## src/hw/isc_pkg.sv

```systemverilog
// Package: register map, fields, reset values and timing for the irq and sleep controller
`default_nettype none
package isc_pkg;
  // ==========================================================
  // Register byte addresses (printed offsets not all multiples of four: index * 4)
  localparam logic [7:0] IDX_MCU_CONTROL     = 8'h35;
  localparam logic [7:0] IDX_TIMER_IRQ_MASK  = 8'h39;
  localparam logic [7:0] IDX_TIMER_IRQ_FLAGS = 8'h38;
  localparam logic [7:0] IDX_IRQ_ENABLE      = 8'h3b;
  localparam logic [7:0] IDX_CPU_STATUS      = 8'h3f;
  localparam logic [7:0] IDX_CORE_STATE      = 8'h30;
  localparam logic [9:0] ADDR_MCU_CONTROL     = {IDX_MCU_CONTROL, 2'b00};
  localparam logic [9:0] ADDR_TIMER_IRQ_MASK  = {IDX_TIMER_IRQ_MASK, 2'b00};
  localparam logic [9:0] ADDR_TIMER_IRQ_FLAGS = {IDX_TIMER_IRQ_FLAGS, 2'b00};
  localparam logic [9:0] ADDR_IRQ_ENABLE      = {IDX_IRQ_ENABLE, 2'b00};
  localparam logic [9:0] ADDR_CPU_STATUS      = {IDX_CPU_STATUS, 2'b00};
  localparam logic [9:0] ADDR_CORE_STATE      = {IDX_CORE_STATE, 2'b00};
  // ==========================================================
  // Field positions
  localparam int BIT_SENSE_LO    = 0;
  localparam int BIT_SENSE_HI    = 1;
  localparam int BIT_SLEEP_KIND  = 4;
  localparam int BIT_SLEEP_ALLOW = 5;
  localparam int BIT_OVF_ENABLE  = 1;
  localparam int BIT_OVF_FLAG    = 1;
  localparam int BIT_EXT_ENABLE  = 6;
  localparam int BIT_GLOBAL_IE   = 7;
  localparam logic [7:0] MCU_CONTROL_MASK = 8'h33;
  localparam logic [7:0] RESET_BYTE       = 8'h00;
  // ==========================================================
  // Sense encodings
  localparam logic [1:0] SENSE_LOW  = 2'b00;
  localparam logic [1:0] SENSE_FALL = 2'b10;
  localparam logic [1:0] SENSE_RISE = 2'b11;
  // ==========================================================
  // Timing
  localparam int ENTRY_CYCLES  = 4;
  localparam int JUMP_CYCLES   = 2;
  localparam int RETURN_CYCLES = 4;
  localparam int WAKE_SAMPLES  = 2;
  localparam int STARTUP_DEFAULT = 16384;
  localparam logic [3:0] VEC_EXT = 4'h1;
  localparam logic [3:0] VEC_OVF = 4'h2;
  typedef enum logic [2:0] {
    ISC_RUN    = 3'b000,
    ISC_ENTRY  = 3'b001,
    ISC_JUMP   = 3'b011,
    ISC_RET    = 3'b010,
    ISC_ONE    = 3'b110,
    ISC_IDLE   = 3'b111,
    ISC_PDOWN  = 3'b101,
    ISC_WAKE   = 3'b100
  } isc_state_e;
endpackage
`default_nettype wire

```

## src/hw/isc_edge_if.sv

```systemverilog
// Interface: sampled pin and trigger between edge detector and controller
`default_nettype none
interface isc_edge_if;
  logic [1:0] sense;
  logic       pin_level;
  logic       edge_hit;
  modport det (input sense, output pin_level, output edge_hit);
  modport ctl (output sense, input pin_level, input edge_hit);
endinterface
`default_nettype wire

```

## src/hw/isc_edge_det.sv

```systemverilog
// Module: external pin sampler and edge detector
`default_nettype none
module isc_edge_det (
  input  wire logic pclk,
  input  wire logic presetn,
  input  wire logic pin,
  isc_edge_if.det   eif
);
  import isc_pkg::*;
  logic smp;
  logic prev;
  logic next_smp;
  logic next_prev;
  logic next_hit;
  logic hit;
  // ==========================================================
  // Sample first, then compare with last sample
  always_comb begin
    next_smp  = pin;
    next_prev = smp;
    next_hit  = 1'b0;
    case (eif.sense)
      SENSE_FALL: next_hit = prev & ~smp;
      SENSE_RISE: next_hit = ~prev & smp;
      default:    next_hit = 1'b0;
    endcase
  end
  always_ff @(posedge pclk or negedge presetn) begin
    if (!presetn) begin
      smp  <= 1'b1;
      prev <= 1'b1;
      hit  <= 1'b0;
    end else begin
      smp  <= next_smp;
      prev <= next_prev;
      hit  <= next_hit;
    end
  end
  assign eif.pin_level = smp;
  assign eif.edge_hit  = hit;
endmodule
`default_nettype wire

```

## src/hw/isc_ctrl.sv

```systemverilog
// Module: interrupt and sleep control with APB register slave
//
// The APB register port was chosen for this implementation.
`default_nettype none
module isc_ctrl #(
  parameter int STARTUP_CYCLES = isc_pkg::STARTUP_DEFAULT
) (
  input  wire logic        pclk,
  input  wire logic        presetn,
  input  wire logic        psel,
  input  wire logic        penable,
  input  wire logic        pwrite,
  input  wire logic [11:0] paddr,
  input  wire logic [31:0] pwdata,
  output logic             pready,
  output logic [31:0]      prdata,
  output logic             pslverr,
  input  wire logic        ext_irq_pin,
  input  wire logic        timer_overflow,
  input  wire logic        wdt_tick,
  input  wire logic        instr_done,
  input  wire logic        sleep_instr,
  input  wire logic        irq_return_instr,
  output logic             irq_take,
  output logic [3:0]       irq_vector,
  output logic             pc_push,
  output logic             pc_pop,
  output logic             cpu_halt,
  output logic             osc_stop
);
  import isc_pkg::*;
  isc_edge_if eif ();
  isc_edge_det u_det (
    .pclk    (pclk),
    .presetn (presetn),
    .pin     (ext_irq_pin),
    .eif     (eif)
  );
  // ==========================================================
  // Registers
  logic [7:0] mcu_control;
  logic       overflow_irq_enable;
  logic       overflow_flag;
  logic       ext_irq_enable;
  logic       ext_flag;
  logic       global_ie;
  logic [7:0] next_mcu_control;
  logic       next_ovf_en;
  logic       next_ovf_flag;
  logic       next_ext_en;
  logic       next_ext_flag;
  logic       next_gie;
  logic       next_pready;
  logic [31:0] next_prdata;
  logic       next_pslverr;
  isc_state_e state;
  isc_state_e next_state;
  logic [31:0] cnt;
  logic [31:0] next_cnt;
  logic [3:0]  vec;
  logic [3:0]  next_vec;
  logic [1:0]  wdt_ok;
  logic [1:0]  next_wdt_ok;
  logic       next_take;
  logic       next_push;
  logic       next_pop;
  logic       next_halt;
  logic       next_osc;
  logic       wr;
  logic       rd;
  logic       level_req;
  logic       ext_req;
  logic       ovf_req;
  function automatic logic hit(input logic [11:0] a, input logic [9:0] r);
    return a == {2'b00, r};
  endfunction
  always_comb begin
    wr = psel & penable & pwrite & pready;
    rd = psel & ~penable & ~pwrite;
    level_req = (mcu_control[1:0] == SENSE_LOW) & ~eif.pin_level;
    ext_req = ext_irq_enable & (ext_flag | level_req);
    ovf_req = overflow_irq_enable & overflow_flag;
  end
  assign eif.sense = mcu_control[BIT_SENSE_HI:BIT_SENSE_LO];
  // ==========================================================
  // Register next values; hardware set beats software clear
  always_comb begin
    next_mcu_control    = mcu_control;
    next_ovf_en         = overflow_irq_enable;
    next_ext_en         = ext_irq_enable;
    next_gie            = global_ie;
    next_ovf_flag       = overflow_flag;
    next_ext_flag       = ext_flag;
    next_pready         = psel & ~penable;
    // Read data is zero outside the access cycle, so a refusal never shows stale data
    next_prdata         = 32'h0000_0000;
    next_pslverr        = 1'b0;
    if (wr) begin
      if (hit(paddr, ADDR_MCU_CONTROL))
        next_mcu_control = pwdata[7:0] & MCU_CONTROL_MASK;
      if (hit(paddr, ADDR_TIMER_IRQ_MASK))
        next_ovf_en = pwdata[BIT_OVF_ENABLE];
      if (hit(paddr, ADDR_IRQ_ENABLE))
        next_ext_en = pwdata[BIT_EXT_ENABLE];
      if (hit(paddr, ADDR_CPU_STATUS))
        next_gie = pwdata[BIT_GLOBAL_IE];
      if (hit(paddr, ADDR_TIMER_IRQ_FLAGS) && pwdata[BIT_OVF_FLAG])
        next_ovf_flag = 1'b0;
    end
    if (rd) begin
      next_prdata = 32'h0000_0000;
      if (hit(paddr, ADDR_MCU_CONTROL))
        next_prdata[7:0] = mcu_control;
      else if (hit(paddr, ADDR_TIMER_IRQ_MASK))
        next_prdata[BIT_OVF_ENABLE] = overflow_irq_enable;
      else if (hit(paddr, ADDR_TIMER_IRQ_FLAGS))
        next_prdata[BIT_OVF_FLAG] = overflow_flag;
      else if (hit(paddr, ADDR_IRQ_ENABLE))
        next_prdata[BIT_EXT_ENABLE] = ext_irq_enable;
      else if (hit(paddr, ADDR_CPU_STATUS))
        next_prdata[BIT_GLOBAL_IE] = global_ie;
      else if (hit(paddr, ADDR_CORE_STATE))
        next_prdata[2:0] = state;
      else
        next_pslverr = 1'b1;
    end else if (psel & ~penable) begin
      next_pslverr = ~(hit(paddr, ADDR_MCU_CONTROL) | hit(paddr, ADDR_TIMER_IRQ_MASK) |
                       hit(paddr, ADDR_TIMER_IRQ_FLAGS) | hit(paddr, ADDR_IRQ_ENABLE) |
                       hit(paddr, ADDR_CPU_STATUS) | hit(paddr, ADDR_CORE_STATE));
    end
    // Level mode keeps no flag, so a stale edge is dropped
    if (mcu_control[1:0] == SENSE_LOW)
      next_ext_flag = 1'b0;
    if (state == ISC_ENTRY && cnt == 32'd0 && vec == VEC_OVF)
      next_ovf_flag = 1'b0;
    if (state == ISC_ENTRY && cnt == 32'd0 && vec == VEC_EXT)
      next_ext_flag = 1'b0;
    if (timer_overflow)
      next_ovf_flag = 1'b1;
    if (eif.edge_hit)
      next_ext_flag = 1'b1;
    if (state == ISC_ENTRY && cnt == 32'd0)
      next_gie = 1'b0;
    if (state == ISC_RET && cnt == 32'd0)
      next_gie = 1'b1;
  end
  // ==========================================================
  // Core sequencing: entry, jump, return, sleep
  always_comb begin
    next_state  = state;
    next_cnt    = (cnt == 32'd0) ? 32'd0 : cnt - 32'd1;
    next_vec    = vec;
    next_wdt_ok = wdt_ok;
    next_take   = 1'b0;
    next_push   = 1'b0;
    next_pop    = 1'b0;
    next_halt   = 1'b0;
    next_osc    = 1'b0;
    case (state)
      ISC_RUN: begin
        if (instr_done && global_ie && (ext_req || ovf_req)) begin
          next_state = ISC_ENTRY;
          next_vec   = ext_req ? VEC_EXT : VEC_OVF;
          next_cnt   = 32'(ENTRY_CYCLES - 1);
          next_push  = 1'b1;
          next_take  = 1'b1;
        end else if (instr_done && irq_return_instr) begin
          next_state = ISC_RET;
          next_cnt   = 32'(RETURN_CYCLES - 1);
          next_pop   = 1'b1;
        end else if (instr_done && sleep_instr && mcu_control[BIT_SLEEP_ALLOW]) begin
          next_state  = mcu_control[BIT_SLEEP_KIND] ? ISC_PDOWN : ISC_IDLE;
          next_halt   = 1'b1;
          next_osc    = mcu_control[BIT_SLEEP_KIND];
          next_wdt_ok = 2'b00;
        end
      end
      ISC_ENTRY: begin
        next_push = (cnt == 32'(ENTRY_CYCLES - 1));
        if (cnt == 32'd0) begin
          next_state = ISC_JUMP;
          next_cnt   = 32'(JUMP_CYCLES - 1);
        end
      end
      ISC_JUMP: begin
        if (cnt == 32'd0)
          next_state = ISC_RUN;
      end
      ISC_RET: begin
        next_pop = (cnt == 32'(RETURN_CYCLES - 1));
        if (cnt == 32'd0)
          next_state = ISC_ONE;
      end
      ISC_ONE: begin
        if (instr_done)
          next_state = ISC_RUN;
      end
      ISC_IDLE: begin
        next_halt = 1'b1;
        if (global_ie && (ext_req || ovf_req)) begin
          next_state = ISC_RUN;
          next_halt  = 1'b0;
        end
      end
      ISC_PDOWN: begin
        next_halt = 1'b1;
        next_osc  = 1'b1;
        // Only the level wakes; edges need the stopped clock
        if (wdt_tick)
          next_wdt_ok = {wdt_ok[0], level_req & ext_irq_enable};
        if (wdt_ok == 2'b11) begin
          next_state = ISC_WAKE;
          next_cnt   = 32'(STARTUP_CYCLES - 1);
        end
      end
      ISC_WAKE: begin
        next_halt = 1'b1;
        if (cnt == 32'd0) begin
          next_state = ISC_RUN;
          next_halt  = 1'b0;
        end
      end
      default: next_state = ISC_RUN;
    endcase
  end
  // ==========================================================
  // Registers; reset always lands in run, so it also wakes
  always_ff @(posedge pclk or negedge presetn) begin
    if (!presetn) begin
      mcu_control         <= RESET_BYTE;
      overflow_irq_enable <= 1'b0;
      overflow_flag       <= 1'b0;
      ext_irq_enable      <= 1'b0;
      ext_flag            <= 1'b0;
      global_ie           <= 1'b0;
      pready              <= 1'b0;
      prdata              <= 32'h0000_0000;
      pslverr             <= 1'b0;
      state               <= ISC_RUN;
      cnt                 <= 32'h0000_0000;
      vec                 <= 4'h0;
      wdt_ok              <= 2'b00;
      irq_take            <= 1'b0;
      pc_push             <= 1'b0;
      pc_pop              <= 1'b0;
      cpu_halt            <= 1'b0;
      osc_stop            <= 1'b0;
    end else begin
      mcu_control         <= next_mcu_control;
      overflow_irq_enable <= next_ovf_en;
      overflow_flag       <= next_ovf_flag;
      ext_irq_enable      <= next_ext_en;
      ext_flag            <= next_ext_flag;
      global_ie           <= next_gie;
      pready              <= next_pready;
      prdata              <= next_prdata;
      pslverr             <= next_pslverr;
      state               <= next_state;
      cnt                 <= next_cnt;
      vec                 <= next_vec;
      wdt_ok              <= next_wdt_ok;
      irq_take            <= next_take;
      pc_push             <= next_push;
      pc_pop              <= next_pop;
      cpu_halt            <= next_halt;
      osc_stop            <= next_osc;
    end
  end
  assign irq_vector = vec;
endmodule
`default_nettype wire

```

## config.mk

```make
export PLATFORM = sky130hd
export DESIGN_NAME = isc_ctrl
export DESIGN_NICKNAME = d
export VERILOG_FILES = /design/src/hw/isc_pkg.sv /design/src/hw/isc_edge_if.sv /design/src/hw/isc_edge_det.sv /design/src/hw/isc_ctrl.sv
export SDC_FILE = /design/constraint.sdc
export NUM_CORES = 1
export LEC_CHECK = 0
export BUFFER_PORTS_ARGS = -buffer_cell sky130_fd_sc_hd__buf_4
export CORE_UTILIZATION = 53
export CTS_CLUSTER_DIAMETER = 120
export DETAILED_ROUTE_END_ITERATION = 10
export MAX_ROUTING_LAYER = met4
export PLACE_DENSITY_LB_ADDON = 0.15
export SLEW_MARGIN = 20
export SYNTH_ARGS = -nofsm -noshare
export SYNTH_HDL_FRONTEND = slang
export SYNTH_HIERARCHICAL = 1
export SYNTH_SLANG_ARGS = --single-unit
```

## constraint.sdc

```tcl
create_clock -name pclk -period 2.8 [get_ports pclk]
set_input_delay 0.14 -clock pclk [delete_from_list [all_inputs] [get_ports pclk]]
set_output_delay 0.14 -clock pclk [all_outputs]
set_load 0.01 [all_outputs]
```

# Word-level counts from Yosys, hierarchy flattened
# Index checks and enable logic that the tools add are counted.
# op_classes
add_sub_neg	1
reduce_logical	30
n_bitwise	22
muxes	77
n_eq_ne	30
# op_table
cell	count
32-bit 2-to-1 mux	5
32-bit case mux with 3 select lines	1
12-bit by 8-bit equality test with 1-bit output (second input constant)	6
3-bit 2-to-1 mux	14
1-bit 2-to-1 mux	40
32-bit by 2-bit equality test with 1-bit output (second input constant)	1
32-bit logical NOT	1
32-bit by 1-bit subtractor with 32-bit output (second input constant)	1
3-bit case mux with 7 select lines	1
2-bit 2-to-1 mux	9
2-bit inequality test (second input constant)	8
3-bit nonzero test	5
3-bit equality test (second input constant)	4
2-bit AND reduction	6
1-bit bitwise AND	11
1-bit logical AND	11
8-bit 2-to-1 mux	1
1-bit case mux with 2 select lines	4
7-bit AND reduction	1
2-bit equality test (second input constant)	3
3-bit by 2-bit equality test with 1-bit output (second input constant)	2
1-bit OR	6
1-bit NOT	5
5-bit AND reduction	1
12 further kinds	13
# word_totals
register_bits	92
out_inout_bits	43
input_bits	55

# Logic depth before layout (Yosys ltp)
# logic_depth
ltp_word	9
depth_mapped	8
ltp_nobuf	8

# Cells and area by module
# The synthesis kept the hierarchy.
# by_module_without_submodules
module	area_per_inst_um2	seq_area_each_um2	instances	cells_each
isc_ctrl	3504.6	1551.5	1	388
isc_edge_det	101.3	77.6	1	6

# Worst setup path before layout
# OpenSTA, ideal clock, no wires.
# synth_timing
path_kind	register to register
from	reg cnt[26]
to	reg state[1]
n_path_buf	0
required_time_ns	2.723
path_stages_with_launch	7
setup_ns	0.077
arrival_time_ns	2.265
path_slack_ns	0.459
path_cell_list	dfrtp_1 -> or4_4 -> nor4_4 -> nand4_4 -> and3_4 -> or4_1 -> o21ai_1
# synth_between
elab_chain_cells	3
elab_cells_between_ends	5
# synth_lines
item	line	text
start, declared	isc_ctrl.sv:58	logic [31:0] cnt;
start signal, assigned	isc_ctrl.sv:259	cnt <= next_cnt;
32-bit logical NOT (*)	--	
2-bit inequality test (no source line) / 2-bit by 1-bit inequality test with 1-bit output (equally long branches)	--	
7-bit AND reduction (no source line) (*)	--	
end signal, assigned	isc_ctrl.sv:258	state <= next_state;
end, declared	isc_ctrl.sv:56	isc_state_e state;
# Every way passes the cells marked *; elsewhere a longest branch is shown, timed or not.
# A chain may end at the register's enable or synchronous reset.

# Final worst setup path
# Same ends and word-level chain as after synthesis.

==> flow_summary.ini <==
[run_status]
status = finished, violations left
violations = DRC

[route]
drt_iter0_markers = 174
postRouteAntennaNets = 0
wl_per_cell_um = 14.6
route.vias.total = 2939
viasPerCell = 5.57
drt-pass1-iter-count = 8
drt_wl_total_mm = 7.71
post-route-drc-count = 10

[cells_and_area]
final.fill_count = 541
seq_area_um2 = 1630
drive_above_1_share_pct = 19.5
final_util_pct = 64.1
stdcell_count = 528
nets = 504
n_antenna_cell = 0
multi_input_area_um2 = 1790
syn_to_final_growth_pct = 14.7
finalInstanceArea_um2 = 4140

[grt]
grt_pass1_vias = 2789
grt_pass1_wl_mm = 12.9
grt_max_degree = 66
grt.overflow.total = 0
grt_use_total_pct = 23.9
antenna_found_initial = 0

[floorplanning]
fp.dieW_um = 84.5
boundaryPins = 98
start_util_pct = 55.8
rows = 29
core-area_um2 = 6460
dieArea_um2 = 7140
die_y_um = 84.5

[synth]
synth_top_area_share_pct = 43.7
ys.warnings.count = 6
synth_area_leaders = dfrtp_1 44%, nor2_1 6.2%, buf_4 5.6%, xnor2_1 4.4%, nand2_1 3.5%
synth-seq-cells = 65
synth_cell_types = 53
synth_flop_cell = dfrtp_1
synth-seq-area-share_pct = 45.2
yosysTopAreaCell = dfrtp_1
synth_edf_count = 0
syn_area_per_cell_um2 = 9.15
synthesis.area_um2 = 3610
ys_async_sr_fraction_pct = 100
syn_inst = 394

[critical_path]
end_kind = flip-flop
critPathCapture = state[1]$_DFFE_PN0P_
critical_path_class = reg2reg
cp_top_family = simple AND/OR/NAND/NOR gates
critical_path.startpoint = cnt[26]$_DFF_PN0_
crit_arrival_ps = 2770
cp_slowest_stage_delay_ps = 580
r2r_start = cnt[26]$_DFF_PN0_
required_ps = 3080
cp_slowest_cell = or4_4
crit_path_cell_trace = or4_4, nor4_4, nand4_4, and3_4, or4_1, o21ai_1
rr_worst_depth = 6
timing.critical_path.buf_inv = 0
r2r_end = state[1]$_DFFE_PN0P_
worstPathMaxFanout = 6
critical_path_depth = 6
regToRegSetupSlack_ps = 310
worstSetupStartpointType = flip-flop

[sta]
slew_violations = 0
max_freq_mhz = 402
fin_ws_ps = 310
tns_ps = 0
clock_skew_ps = 8.67
maxSlewHeadroom_pct = 45.8
rsz0062_at_grt = no
hold_slack_ps = 13.3
hold_violations = 0
fin_crit_ps = 2490
period_share_pct = 88.9
setup_viol = 0
worst_pin_slew_ps = 813

[clock_tree]
cts_hold_buf = 4
clock_sinks = 65
cts_resized = 0
clock_latency_ps = 360
tritoncts.num_buffers = 9
ctsRootBufferMaster = clkbuf_8
cts_max_level = 3
cts_tree = done
clockBufferDepth = 2
post_cts_buffers = 0
clk_pin_slew_ps = 70

[placement]
placed_cell_area_um2 = 3920
dp_cells = 508
gp_congestion = 0.940
dp_hpwl_mm = 5.44
io_buffers = 44
dp_slack_ps = 318

[power_and_ir_drop]
pwr-share-seq_pct = 41.1
ir_drop_uv = 477
p_total_mw = 3.25
internal_power_mw = 2.01
power_leakage_nw = 2.03
comb_power_share_pct = 36.8
switching_share_pct = 38.2
pwr-share-clk_pct = 22.1
powerDensity_nw_per_um2 = 785
switchingPower_mw = 1.24

[job]
maxCapViolations = 0

[hold_path]
min_path_type = in2reg
cell families (layout without fill, tap and decap cells):
family          count (synthesis)  after routing  synth area share [%]
compound gates                 65             65                  11.3
other cells                     1             27                 0.104
xor+xnor                       25             25                  6.07
buf+inv                        49             80                  7.91
fa+ha+maj                       3              3                  1.04
mux                             9              9                  2.74
flops                          65             65                  45.2
simple gates                  177            177                  25.7
power by group through the flow:
stage / clock [mW] / sequential (mW) / combinational, mW
after global routing: 0.774 / 1.37 / 1.34
after floorplan: 0 / 1.27 / 1.00
after CTS: 0.736 / 1.33 / 1.19
after detailed placement: 0 / 1.35 / 1.18
after global placement: 0 / 1.34 / 1.17
final: 0.718 / 1.34 / 1.20
Yosys cell counts, types with 4 or more instances:
cell,count
nor2_1,60
dfrtp_1,63
buf_4,27
inv_1,11
o21ai_0,19
nand2_1,34
or3_1,6
nor3_1,18
or2_2,8
mux2_2,7
or4_1,4
xnor2_1,18
clkbuf_1,11
nor4_1,7
xor2_1,7
and3_1,4
a21oi_1,18
nand4_1,6
nand3_1,8
o31ai_1,7
worst min-delay path by stage:
stage | start | endpoint | slack, ps | cells past startpoint
after floorplan | presetn | cnt[0]$_DFF_PN0_ | -160 | 0
after global placement | ext_irq_pin | u_det/eif.pin_level$_DFF_PN1_ | 250 | 1
after detailed placement | ext_irq_pin | u_det/eif.pin_level$_DFF_PN1_ | 250 | 1
after CTS | pwdata[0] | mcu_control[0]$_DFFE_PN0P_ | 3 | 2
after global routing | pwdata[5] | mcu_control[5]$_DFFE_PN0P_ | 20 | 2
final | pwdata[0] | mcu_control[0]$_DFFE_PN0P_ | 10 | 2
routing by layer:
layer	track usage (%)	wire length, µm	up-vias
li1	-	-	1423
met1	31.6	3460	1408
met2	35.3	3690	98
met3	4.72	419	10
met4	11.7	133	0
met5	-	0	-
layout by cell type (no fill, tap or decap), drive strengths merged, types with 11 or more instances in the layout:
cell type and instances:
dfrtp 63, nor2 60, buf 49, nand2 34, conb 27, o21ai 20
a21oi 18, nor3 18, xnor2 18, clkbuf 13, inv 11
worst register-to-register path: stages (launching register included):
cell     delay [ps]
dfrtp_1         430
or4_4           580
nor4_4          400
nand4_4         190
and3_4          230
or4_1           460
o21ai_1         130
cell type report:
| cell class | instances | share of cell area (%) |
|---|---|---|
| inverters | 11 | 0.998 |
| well taps | 77 | 2.33 |
| multi-input cells | 306 | 43.2 |
| clock buffers | 13 | 3.84 |
| clock inverters | 3 | 0.363 |
| flip-flops and latches | 65 | 39.4 |
| repair buffers | 53 | 9.86 |
registers in the layout, indices dropped and copies added, names as in the netlist:
name,cells
irq_take,1
overflow_irq_enable,1
cnt,32
u_det/prev,1
pc_push,1
wdt_ok,2
ext_flag,1
osc_stop,1
overflow_flag,1
pc_pop,1
prdata,7
pready,1
u_det/eif.pin_level,1
state,3
pslverr,1
mcu_control,4
ext_irq_enable,1
global_ie,1
irq_vector,2
cpu_halt,1
u_det/eif.edge_hit,1
(Power assumes the default switching activity.)
